<file path="config.mk">
export PLATFORM = sky130hd
export DESIGN_NAME = tis_irq_status
export DESIGN_NICKNAME = d
export VERILOG_FILES = /design/src/design/tis_pkg.sv /design/src/design/tis_irq_status.sv
export VERILOG_INCLUDE_DIRS = /design/src /design/src/design
export SDC_FILE = /design/constraint.sdc
export NUM_CORES = 1
export LEC_CHECK = 0
export ABC_AREA = 1
export ABC_CLOCK_PERIOD_IN_PS = 1200
export BUFFER_PORTS_ARGS = -buffer_cell sky130_fd_sc_hd__buf_2
export CORE_MARGIN = 4
export CORE_UTILIZATION = 30
export DETAILED_ROUTE_END_ITERATION = 10
export PLACE_DENSITY = 0.63
export REMOVE_ABC_BUFFERS = 1
export SLEW_MARGIN = 20
export SYNTH_ARGS = -nofsm -noshare
export SYNTH_HDL_FRONTEND = slang
export SYNTH_SLANG_ARGS = --single-unit
</file>
<file path="constraint.sdc">
create_clock -name sys_clk_i -period 1.2 [get_ports sys_clk_i]
set_input_delay 0.24 -clock sys_clk_i [delete_from_list [all_inputs] [get_ports sys_clk_i]]
set_output_delay 0.24 -clock sys_clk_i [all_outputs]
set_load 0.01 [all_outputs]
</file>
<file path="src/design/tis_consts.svh">
`ifndef TIS_CONSTS_SVH
`define TIS_CONSTS_SVH
// Register addresses on the register port.
`define TIS_ADDR_CTRL 6'h10
`define TIS_ADDR_CFG 6'h11
`define TIS_ADDR_STAT 6'h12
// Bit positions of the transmit status byte and of the matching enables.
`define TIS_BIT_LOWBAT 3'h6
`define TIS_BIT_NFULL 3'h5
`define TIS_BIT_HALF 3'h4
`define TIS_BIT_BERR 3'h2
`define TIS_BIT_TXC 3'h1
`define TIS_BIT_TXE 3'h0
// Self-clearing buffer clear bit in the control register.
`define TIS_BIT_CLR 3'h7
// Configuration register bits.
`define TIS_BIT_TXN 3'h0
`define TIS_BIT_ACK 3'h1
// Reset values.
`define TIS_RST_CTRL 8'h00
`define TIS_RST_CFG 8'h00
`define TIS_RST_FLAGS 8'h00
// Fill level thresholds in bytes still to be sent.
`define TIS_LVL_NFULL 5'h0F
`define TIS_LVL_HALF 5'h08
`define TIS_LVL_FULL 5'h10
`endif

</file>
<file path="src/design/tis_pkg.sv">
package tis_pkg;
  // One register byte.
  typedef logic [7:0] tis_byte_t;
  // Register port address.
  typedef logic [5:0] tis_addr_t;
endpackage : tis_pkg

</file>
<file path="src/design/tis_irq_status.sv">
`timescale 1ns/100ps
`default_nettype none
`include "tis_consts.svh"

// What this block does
// - Low-battery flag is forced off while the power management unit is off.
// - With power management on, the low-battery flag follows the comparator live.
// - Not-full flag is set while 15 or fewer bytes remain to send.
// - Half-empty flag is set while eight or fewer bytes remain to send.
// - Buffer error sets on underflow or full write; buffer clear resets it.
// - Outside transaction mode, complete sets right after the CRC ends.
// - In transaction mode, complete sets only when the transaction ends.
// - Reading the status register clears the complete flag.
// - Complete and error flags may update in different cycles for one event.
// - With auto acknowledge and an error, complete may stay unset.
// - A received acknowledge reports through the receive flags instead.
// - Low-battery flag is set when the supply is below the threshold and power management is on.
module tis_irq_status
  import tis_pkg::*;
#(
  parameter int LVL_W = 5
) (
  input wire logic sys_clk_i,
  input wire logic srst_i,
  input wire logic reg_wr_i,
  input wire logic reg_rd_i,
  input wire tis_addr_t reg_addr_i,
  input wire tis_byte_t reg_wdata_i,
  output tis_byte_t reg_rdata_o,
  input wire logic [LVL_W-1:0] tx_level_i,
  input wire logic tx_write_i,
  input wire logic tx_underflow_i,
  input wire logic crc_done_i,
  input wire logic txn_done_i,
  input wire logic tx_error_i,
  input wire logic ack_rx_i,
  input wire logic pmu_enable_i,
  input wire logic batt_low_i,
  output logic irq_o,
  output logic rx_complete_o,
  output logic rx_error_o
);

  //////////////////////////////////////////////////////////////////////////////
  // Declarations.

  tis_byte_t ctrl_q, ctrl_d;
  tis_byte_t cfg_q, cfg_d;
  tis_byte_t flags_q, flags_d;
  tis_byte_t rdata_q, rdata_d;
  logic batt_s1_q, batt_s2_q;
  logic err_dly_q, err_dly_d;
  logic irq_q, irq_d;
  logic rxc_q, rxc_d;
  logic rxe_q, rxe_d;
  logic stat_rd, clr_pulse, txc_evt, txe_evt;
  logic txn_mode, ack_en;

  // Address match shared by the read and write decoders.
  function automatic logic addr_hit(input tis_addr_t a, input tis_addr_t r);
    addr_hit = (a == r);
  endfunction : addr_hit

  //////////////////////////////////////////////////////////////////////////////
  // Event decode.

  // The comparator is analog and asynchronous, so it is synchronised first.
  always_ff @(posedge sys_clk_i) begin
    if (srst_i) begin
      batt_s1_q <= 1'b0;
      batt_s2_q <= 1'b0;
    end else begin
      batt_s1_q <= batt_low_i;
      batt_s2_q <= batt_s1_q;
    end
  end

  // Strobes and event qualification.
  always_comb begin
    txn_mode = cfg_q[`TIS_BIT_TXN];
    ack_en = cfg_q[`TIS_BIT_ACK];
    stat_rd = reg_rd_i && addr_hit(reg_addr_i, `TIS_ADDR_STAT);
    clr_pulse = reg_wr_i && addr_hit(reg_addr_i, `TIS_ADDR_CTRL) &&
                reg_wdata_i[`TIS_BIT_CLR];
    // A received acknowledge goes to the receive side.
    txc_evt = !ack_rx_i && (txn_mode ?
              (txn_done_i && !(ack_en && tx_error_i)) :
              crc_done_i);
    txe_evt = tx_error_i && !ack_rx_i;
  end

  //////////////////////////////////////////////////////////////////////////////
  // Register writes.

  // Control keeps the enables; the clear bit is a pulse and reads zero.
  always_comb begin
    ctrl_d = ctrl_q;
    cfg_d = cfg_q;
    if (reg_wr_i && addr_hit(reg_addr_i, `TIS_ADDR_CTRL)) begin
      ctrl_d = {1'b0, reg_wdata_i[6:0]};
    end else if (reg_wr_i && addr_hit(reg_addr_i, `TIS_ADDR_CFG)) begin
      cfg_d = {6'h00, reg_wdata_i[1:0]};
    end
  end

  always_ff @(posedge sys_clk_i) begin
    if (srst_i) begin
      ctrl_q <= `TIS_RST_CTRL;
      cfg_q <= `TIS_RST_CFG;
    end else begin
      ctrl_q <= ctrl_d;
      cfg_q <= cfg_d;
    end
  end

  //////////////////////////////////////////////////////////////////////////////
  // Status flags.

  // Sticky flags: a set in the clearing cycle wins over the clear.
  always_comb begin
    flags_d = flags_q;
    // The error flag lands two cycles after its event.
    err_dly_d = txe_evt;
    flags_d[`TIS_BIT_LOWBAT] = pmu_enable_i && batt_s2_q;
    flags_d[`TIS_BIT_NFULL] = (tx_level_i <= `TIS_LVL_NFULL);
    flags_d[`TIS_BIT_HALF] = (tx_level_i <= `TIS_LVL_HALF);
    if (clr_pulse) begin
      flags_d[`TIS_BIT_BERR] = 1'b0;
    end
    if (tx_underflow_i || (tx_write_i && tx_level_i == `TIS_LVL_FULL)) begin
      flags_d[`TIS_BIT_BERR] = 1'b1;
    end
    if (stat_rd) begin
      flags_d[`TIS_BIT_TXC] = 1'b0;
      flags_d[`TIS_BIT_TXE] = 1'b0;
    end
    if (txc_evt) begin
      flags_d[`TIS_BIT_TXC] = 1'b1;
    end
    if (err_dly_q) begin
      flags_d[`TIS_BIT_TXE] = 1'b1;
    end
    flags_d[7] = 1'b0;
    flags_d[3] = 1'b0;
  end

  always_ff @(posedge sys_clk_i) begin
    if (srst_i) begin
      flags_q <= `TIS_RST_FLAGS;
      err_dly_q <= 1'b0;
    end else begin
      flags_q <= flags_d;
      err_dly_q <= err_dly_d;
    end
  end

  //////////////////////////////////////////////////////////////////////////////
  // Outputs.

  // Read data, interrupt and receive-side reports, all registered.
  always_comb begin
    rdata_d = 8'h00;
    if (reg_rd_i && addr_hit(reg_addr_i, `TIS_ADDR_STAT)) begin
      rdata_d = flags_q;
    end else if (reg_rd_i && addr_hit(reg_addr_i, `TIS_ADDR_CTRL)) begin
      rdata_d = ctrl_q;
    end else if (reg_rd_i && addr_hit(reg_addr_i, `TIS_ADDR_CFG)) begin
      rdata_d = cfg_q;
    end else if (reg_rd_i) begin
      rdata_d = 8'h00;
    end else begin
      rdata_d = rdata_q;
    end
    irq_d = |(flags_q & ctrl_q & 8'h7F);
    rxc_d = ack_rx_i && (txn_done_i || crc_done_i);
    rxe_d = ack_rx_i && tx_error_i;
  end

  always_ff @(posedge sys_clk_i) begin
    if (srst_i) begin
      rdata_q <= 8'h00;
      irq_q <= 1'b0;
      rxc_q <= 1'b0;
      rxe_q <= 1'b0;
    end else begin
      rdata_q <= rdata_d;
      irq_q <= irq_d;
      rxc_q <= rxc_d;
      rxe_q <= rxe_d;
    end
  end

  assign reg_rdata_o = rdata_q;
  assign irq_o = irq_q;
  assign rx_complete_o = rxc_q;
  assign rx_error_o = rxe_q;
endmodule : tis_irq_status

`default_nettype wire

</file>
# ---- Yosys cells after proc, flatten, opt, wreduce, memory -nomap -nowiden
# Cells that the tools add are included.
dict set report op_classes {
  bitwise_logic 2
  n_reduce_logical 24
  eq_ne 4
  n_mux 10
  n_lt_le_gt_ge 2
}
# operator n
set op_table {}
lappend op_table {{2-to-1 mux 8 bit} 4}
lappend op_table {{== test 6 x 5 -> 1 bit (second input constant)} 3}
lappend op_table {{logical AND 1 bit} 14}
lappend op_table {{less-or-equal comparator 5 x 4 -> 1 bit (second input constant)} 2}
lappend op_table {{bitwise AND 7 bit} 1}
lappend op_table {{OR reduction 7 bit} 1}
lappend op_table {{nonzero test 2 bit} 3}
lappend op_table {{== test 5 bit (second input constant)} 1}
lappend op_table {{2-to-1 mux 1 bit} 5}
lappend op_table {{nonzero test 4 bit} 1}
lappend op_table {{zero test 1 bit} 2}
lappend op_table {{logical OR 1 bit} 2}
lappend op_table {{2-to-1 mux 2 bit} 1}
lappend op_table {{AND reduction 2 bit} 1}
lappend op_table {{inverter 1 bit} 1}
dict set report word_totals {
  ff_bits 29
  in_bits 31
  output_inout_bits 11
  elab_cells 55
}

# ---- Depth between registers and ports, before layout
# Gate-level depths: netlist (run 1).
dict set report depth {
  ltp_word 6
  ltp_mapped 9
  mapped_depth_nobuf 9
}

# ---- Worst setup path before layout (run 1)
# Ideal clock, no wire load.
dict set report synth_path {
  path_kind {input to register}
  start {input reg_addr_i[5]}
  end {register ctrl_q[3]}
  n_path_buf 0
  path_stages 8
  required_ps 1084
  path_slack_ps 233
  arrival_time_ps 851
  setup_time_ps 116
  cell_sequence {inv_2 nand2_1 inv_2 nand3_4 nor2_8 inv_2 nor2_1 nor2_1}
}
dict set report synth_between {
  elab_chain_len 2
}
# item line
set synth_rtl {}
lappend synth_rtl {{start, declared} tis_irq_status.sv:27} ;# input wire tis_addr_t reg_addr_i,
lappend synth_rtl {{== test 6 x 5 -> 1 bit} tis_irq_status.sv:61} ;# addr_hit = (a == r);
lappend synth_rtl {{logical AND 1 bit} tis_irq_status.sv:99} ;# if (reg_wr_i && addr_hit(reg_addr_i, `TIS_ADDR_CTRL)) begin
lappend synth_rtl {{end signal, assigned} tis_irq_status.sv:108} ;# ctrl_q <= `TIS_RST_CTRL;
lappend synth_rtl {{end signal, assigned} tis_irq_status.sv:111} ;# ctrl_q <= ctrl_d;
lappend synth_rtl {{end, declared} tis_irq_status.sv:47} ;# tis_byte_t ctrl_q, ctrl_d;
# No other way between the ends.
# A chain may end at the register's enable or synchronous reset.

# ---- Worst setup path in the final report (run 1)
dict set report layout_path {
  start {register rdata_q[6] (netlist: reg_rdata_o[6])}
  end {output reg_rdata_o[6]}
}
# item line
set layout_rtl {}
lappend layout_rtl {{start, declared} tis_irq_status.sv:50} ;# tis_byte_t rdata_q, rdata_d;
lappend layout_rtl {{start signal, assigned} tis_irq_status.sv:186} ;# rdata_q <= rdata_d;
lappend layout_rtl {{end, declared} tis_irq_status.sv:29} ;# output tis_byte_t reg_rdata_o,
# No word-level cell between the ends.

==> results of run 1 <==
kinds of logic (layout without fill, tap and decap cells):
family	after synthesis	count (layout)	share of synthesized area (%)
and+or+nand+nor	95	95	36.0
DFF	28	28	45.9
buffers and inverters	28	69	9.53
AOI/OAI and AO/OA	18	18	8.30
other	1	1	0.307
routing by layer:
layer	GRT usage (%)	share of wire, %	wire [microns]	up-vias
met4	5.64	2.1	55	0
met2	15.9	40	1050	33
met5	0	0	0	-
li1	-	-	-	609
met1	14.1	50	1330	483
met3	2.52	7.5	198	5
worst max path at each step:
stage                                 to  slack, ns            from
final                     reg_rdata_o[6]       0.22  reg_rdata_o[6]
after global routing      reg_rdata_o[6]       0.17  reg_rdata_o[6]
after CTS                 reg_rdata_o[3]       0.21  reg_rdata_o[3]
after detailed placement       ctrl_q[6]       0.03   reg_addr_i[5]
after global placement         ctrl_q[3]       0.04   reg_addr_i[5]
after floorplan                ctrl_q[3]       0.23   reg_addr_i[5]
through the flow:
stage / instance area (sq um) / utilization (%)
2_1_floorplan: 1190 / -
3_3_place_gp: 1470 / 38.7
3_5_place_dp: 1470 / 38.7
4_1_cts: 1510 / 39.8
5_1_grt: 1510 / 39.8
6_report: 1510 / 39.8
cells in the final DEF, fill, tap and decap left out, types with 3 or more instances in the layout:
cell type                   n
sky130_fd_sc_hd__a21oi_1    4
sky130_fd_sc_hd__nor2_2     3
sky130_fd_sc_hd__nand2_1   36
sky130_fd_sc_hd__inv_1     19
sky130_fd_sc_hd__o21ai_0   10
sky130_fd_sc_hd__nor3_1     3
sky130_fd_sc_hd__inv_2      4
sky130_fd_sc_hd__buf_2     40
sky130_fd_sc_hd__clkbuf_8   3
sky130_fd_sc_hd__dfxtp_1   28
sky130_fd_sc_hd__nand3_1   12
sky130_fd_sc_hd__nor2_1    34
worst reg2reg max path, cell delays in order (launching register included):
cell                      delay (ns)
sky130_fd_sc_hd__dfxtp_1        0.32
sky130_fd_sc_hd__a22o_1         0.22
sky130_fd_sc_hd__nor2_1         0.08
sky130_fd_sc_hd__a31oi_1        0.07
flip-flops by register name, indices dropped and copies added (netlist names):
signal / count
batt_s2_q: 1
err_dly_q: 1
ctrl_q: 7
irq_o: 1
flags_q: 6
rx_error_o: 1
cfg_q: 2
batt_s1_q: 1
reg_rdata_o: 7
rx_complete_o: 1
where the power goes:
group          internal, W  total (W)  switching (W)
clock network     0.000225   0.000498       0.000272
logic            0.0000645   0.000150      0.0000856
registers         0.000949   0.000961      0.0000116
total              0.00124    0.00161       0.000370
final cells by class:
| type | instances | area (sq um) | share of cell area (%) |
|---|---|---|---|
| Sequential cell | 28 | 561 | 37.1 |
| Multi-Input combinational cell | 114 | 544 | 36.0 |
| Timing Repair Buffer | 42 | 215 | 14.2 |
| Inverter | 24 | 90.1 | 5.96 |
| Tap cell | 48 | 60.1 | 3.97 |
| Clock buffer | 3 | 41.3 | 2.73 |
==> flow_summary.toml, run 1 <==
[global_routing]
grt.overflow.total = 0
grt_start_max_net_pins = 15
grt_pass1_wl_microns = 4310
grt_use_total_pct = 10.7
grt_pass1_vias = 1006
antenna_found_initial = 0

[status]
run_status = "complete, no violations"

[setup_path]
rr_endpoint = "irq_o"
r2r_startpoint = "flags_q[4]"
cp.buffers_inverters = 1
cp-end-kind = "output port"
worst-path-max-fanout = 2
worstRegToRegCells = 3
setup.worst_path.start_class = "flip-flop"
path_depth = 1
cp_data_arrival_time_ns = 0.74
critical_path.top_delay_family = "flip-flops"
cell_at_the_slowest_stage_of_the_critical_path = "sky130_fd_sc_hd__dfxtp_1"
setup.worst_path.class = "reg2out"
cp_cell_sequence = "buf_2"
crit_path_max_incr_delay_ns = 0.34
setup_slack_of_the_most_critical_reg_to_reg_path_ns = 0.40
timing.critical_path.required_ns = 0.96

[clocking]
clk_root_buffer_cell = "sky130_fd_sc_hd__clkbuf_8"
ctsHtreeMaxLevel = 1
cts-root-to-sink-buffers = 2
tritoncts = "done"
tritoncts_num_sinks = 28
postCtsSetupBuffers = 0
cts.clk_slew.worst_paths_ns = 0.09
cts_hold_repair.buffers = 0
cts_made_buffers = 3
quantity_of_gates_resized_following_cts = 0
clkLatencyLatePin_ns = 0.27

[placed_design]
placed_cells_incl_taps = 256
globalplace.congestion = 0.784
post-dp-hpwl_microns = 2120
pre_cts_slack_ns = 0.0275
io_buffers = 40

[floorplanning]
die-height_microns = 71.8
die_area_sq_mm = 0.00516
floorplan.initialDensity_pct = 32.1
ioPinCount = 42
floorplan.rows = 22
fp.coreArea_sq_mm = 0.00380
fp.dieW_microns = 71.8

[sta]
total_negative_setup_slacks_ns = 0
finalHoldWorstSlack_ns = 0.131
layout_worst_path_cycle_share_pct = 81.7
finalWorstPathRequiredPeriod_ns = 0.981
layout_setup_ws_ns = 0.219
finClkSkew_ns = 0.00352
report.final.hold_viol_count = 0
rsz0062_at_grt = "no"
report.final.slew_viol_count = 0
setup_viol = 0
max_freq_mhz = 1020

[logic_synthesis]
synth-warning-count = 0
asyncSetResetFlopFracSynth_pct = 0
synth.distinct_cells = 23
synth-seq-cells = 28
postSynthCellCount = 170
synth-seq-area-share_pct = 45.9
synth_top_flop_cell = "sky130_fd_sc_hd__dfxtp_1"
synth_top_cell_by_area = "sky130_fd_sc_hd__dfxtp_1"
synth_largest_type_area_fraction_pct = 45.9
synth.top_cells.by_count = "36 x sky130_fd_sc_hd__nand2_1, 34 x sky130_fd_sc_hd__nor2_1, 28 x sky130_fd_sc_hd__dfxtp_1"
synth_enable_flop_cells = 0
synth_most_common_cell = "sky130_fd_sc_hd__nand2_1"
netlist_top_cells_area = "sky130_fd_sc_hd__dfxtp_1 46%, sky130_fd_sc_hd__nand2_1 11%, sky130_fd_sc_hd__nor2_1 10%"
syn_area_sq_mm = 0.00122
syn_avg_cell_area_sq_um = 7.18

[route]
drtIter0Drc = 57
detailedRoute.firstPassIterationCount = 4
routed_wire_length_per_instance_microns = 10.2
drt.antenna.violating_nets = 0
drc = 0
drt_wl_total_microns = 2640
vias_per_cell = 4.36
via_count = 1130

[hold_path]
worstHoldPathCells = 2
holdCritPathClass = "in2reg"
hold_path_startpoint = "ack_rx_i"
min_to = "err_dly_q"

[finish]
drive_gt1_share_pct = 27.0
antenna_fix_cells = 0
num-fill-cells = 416
syn2layout_area_growth_pct = 23.8
layout.nets = 244
post_layout_cell_count = 259

[pwr]
totalPowerFinal_w = 0.00161
power.density_mw_per_mm2 = 1060
irDropWorstVdd_mv = 0.396
p_leak_nw = 0.766

[flow_run]
max_cap_viol_count = 0
Power figures use the tool's default switching activity.
==> inputs of run 2 (changes only) <==
--- a/config.mk
+++ b/config.mk
@@ -7,12 +7,12 @@
 export NUM_CORES = 1
 export LEC_CHECK = 0
 export ABC_AREA = 1
-export ABC_CLOCK_PERIOD_IN_PS = 1200
+export ABC_CLOCK_PERIOD_IN_PS = 880
 export BUFFER_PORTS_ARGS = -buffer_cell sky130_fd_sc_hd__buf_2
 export CORE_MARGIN = 4
 export CORE_UTILIZATION = 30
 export DETAILED_ROUTE_END_ITERATION = 10
-export PLACE_DENSITY = 0.63
+export PLACE_DENSITY = 0.65
 export REMOVE_ABC_BUFFERS = 1
 export SLEW_MARGIN = 20
 export SYNTH_ARGS = -nofsm -noshare
==> constraint.sdc (replaced) <==
create_clock -name sys_clk_i -period 0.88 [get_ports sys_clk_i]
set_input_delay 0.176 -clock sys_clk_i [delete_from_list [all_inputs] [get_ports sys_clk_i]]
set_output_delay 0.176 -clock sys_clk_i [all_outputs]
set_load 0.01 [all_outputs]
==> run 2 against run 1 <==
Critical endpoint is now reg_rdata_o[0]; largest cell class unchanged; largest power group unchanged; power rose by 45%; via count rose by 4.1%; global-route usage increased by 0.18 points; core utilization up 3.9 points; non-clock buffer count is 7 higher; wire length up 6.2%; clock skew is 0.0013 ns lower; clock-buffer cell count increased by 1; the flow now finishes with violations (negative setup slack); sequential share of layout area fell by 2.7 points; setup slack lost 0.23 ns.
==> flow_summary.toml, run 2 (synthesis results as in run 1) <==
[status]
run_status = "complete, but fails checks"
violations = "negative setup slack"

[finish]
layout.nets = 252
postLayoutCellArea_sq_mm = 0.00166
finalCoreUtilization_pct = 43.7
final_cell_mix = "35 x sky130_fd_sc_hd__nand2_1, 33 x sky130_fd_sc_hd__buf_2, 31 x sky130_fd_sc_hd__nor2_1, 20 x sky130_fd_sc_hd__dfxtp_1, 17 x sky130_fd_sc_hd__inv_1"
antenna_fix_cells = 0
post_layout_cell_count = 268
syn2layout_area_growth_pct = 36.0
drive_gt1_share_pct = 36.4
layout_commonest_cell = "sky130_fd_sc_hd__nand2_1"

[global_routing]
grt.overflow.total = 0
grt_start_max_net_pins = 16
met2_usage_grt_pct = 17.8
grt_use_total_pct = 10.8
grt_most_used_layer = "met2"
grt_pass1_wl_microns = 4660
grt_pass1_vias = 1109
gr_layer_usage_met3_pct = 1.96
grtUsageMet1_pct = 15.0
antenna_found_initial = 0

[floorplanning]
floorplan.rows = 22
fp.dieW_microns = 71.8
fp.coreArea_sq_mm = 0.00380
die-height_microns = 71.8
die_area_sq_mm = 0.00516
floorplan.initialDensity_pct = 32.1
ioPinCount = 42

[pwr]
power_switching_w = 0.000531
irDropWorstVdd_mv = 0.734
seq_power_share_pct = 56.2
cellInternalPower_w = 0.00180
totalPowerFinal_w = 0.00233
p_clk_share_pct = 33.8
power.density_mw_per_mm2 = 1400
p_leak_nw = 0.816
netSwitchingFraction_pct = 22.8
power_frac_comb_pct = 10.0

[sta]
finClkSkew_ns = 0.00223
setup_viol = 7
total_negative_setup_slacks_ns = -0.0724
rsz0062_at_grt = "yes"
report.final.hold_viol_count = 0
layout_worst_path_cycle_share_pct = 101
max_freq_mhz = 1120
report.final.slew_viol_count = 0
layout_setup_ws_ns = -0.0117
finalWorstPathRequiredPeriod_ns = 0.892

[route]
drc = 0
drtIter0Drc = 53
detailedRoute.firstPassIterationCount = 4
via_count = 1176
routed_wire_length_per_instance_microns = 10.4
drt.antenna.violating_nets = 0
drt_wl_total_microns = 2800
vias_per_cell = 4.39

[flow_run]
max_cap_viol_count = 0

[setup_path]
cp_data_arrival_time_ns = 0.72
critical_path.top_delay_family = "flip-flops"
crit_path_max_incr_delay_ns = 0.34
timing.critical_path.required_ns = 0.70
cp_cell_sequence = "buf_6"
cell_at_the_slowest_stage_of_the_critical_path = "sky130_fd_sc_hd__dfxtp_2"
timing.critical_path.from = "reg_rdata_o[0]"
cp.buffers_inverters = 1
worstRegToRegCells = 3
setup.worst_path.class = "reg2out"
r2r_startpoint = "flags_q[4]"
rr_endpoint = "irq_o"
setup_slack_of_the_most_critical_reg_to_reg_path_ns = 0.05
path_depth = 1
worst-path-max-fanout = 2
cp-endpoint = "reg_rdata_o[0]"
setup.worst_path.start_class = "flip-flop"
cp-end-kind = "output port"

[placed_design]
post-dp-hpwl_microns = 2170
dpl-instance-area_sq_mm = 0.00151
io_buffers = 40
globalplace.congestion = 0.813
placed_cells_incl_taps = 261

[hold_path]
holdCritPathClass = "in2reg"

[clocking]
cts-root-to-sink-buffers = 2
clkLatencyLatePin_ns = 0.27
ctsHtreeMaxLevel = 1
clk_root_buffer_cell = "sky130_fd_sc_hd__clkbuf_8"
cts.clk_slew.worst_paths_ns = 0.09
tritoncts = "done"
cts_made_buffers = 3
cts_hold_repair.buffers = 0
tritoncts_num_sinks = 28
==> run 2: cell types whose count changed in the layout (fill, tap and decap cells not counted), moves of 2 or more <==
cell                      before  now
sky130_fd_sc_hd__buf_6         0    7
sky130_fd_sc_hd__dfxtp_2       0    8
sky130_fd_sc_hd__nor2_2        3    5
sky130_fd_sc_hd__nor2_1       34   31
sky130_fd_sc_hd__dfxtp_1      28   20
sky130_fd_sc_hd__o21ai_0      10    8
sky130_fd_sc_hd__inv_1        19   17
sky130_fd_sc_hd__o21ai_1       0    2
sky130_fd_sc_hd__buf_4         2    9
sky130_fd_sc_hd__buf_2        40   33
sky130_fd_sc_hd__nor2_4        2    4
==> run 2: area by class of cell <==
| type | instances | area [sq um] |
|---|---|---|
| Fill cell | 418 | 2140 |
| Timing Repair Buffer | 49 | 312 |
| Sequential cell | 28 | 571 |
| Clock buffer | 4 | 55.1 |
| Multi-Input combinational cell | 115 | 571 |
| Tap cell | 48 | 60.1 |
| Inverter | 24 | 92.6 |
==> run 2: worst min-delay path by stage <==
stage	from	end	slack, ns	cells past startpoint
after floorplan	srst_i	flags_q[1]	0.25	1
after global placement	ack_rx_i	err_dly_q	0.36	2
after detailed placement	ack_rx_i	err_dly_q	0.36	2
after CTS	ack_rx_i	err_dly_q	0.07	2
after global routing	tx_level_i[4]	flags_q[5]	0.07	2
final	ack_rx_i	err_dly_q	0.07	2
==> run 2: worst register-to-register path, delay by kind of cell (launching register included) <==
kind,cells,cell delay [ns]
simple gates,1,0.08
compound gates,2,0.31
flops,1,0.33
==> run 2: what timing repair did <==
item / CTS / global route
cloned: 0 / 1
buffers inserted: 1 / 1
resized for setup: 14 / 11
hold endpoints to repair: 0 / 0
pin swaps: 0 / 7
endpoints found under the setup margin: 10 / 19
==> run 2: metrics by stage <==
step	setup WS, ns	hold slack (ns)
5_1_grt	-0.0546	0.0729
2_1_floorplan	-0.0226	0.245
4_1_cts	-0.0226	0.0652
3_5_place_dp	-0.241	0.362
3_3_place_gp	-0.225	0.358
6_report	-0.0117	0.0695
==> run 2: layer usage <==
| metal | wire (microns) | vias up |
|---|---|---|
| li1 | - | 631 |
| met1 | 1360 | 509 |
| met2 | 1250 | 34 |
| met3 | 181 | 2 |
| met4 | 8 | 0 |
| met5 | 0 | - |
==> run 2: power groups by stage <==
stage	Sequential (W)	Clock [W]	Combinational (W)
final	0.00131	0.000788	0.000234
after global placement	0.00134	0	0.000220
after detailed placement	0.00134	0	0.000220
after CTS	0.00131	0.000818	0.000222
after floorplan	0.00134	0	0.0000823
after global routing	0.00131	0.000875	0.000267
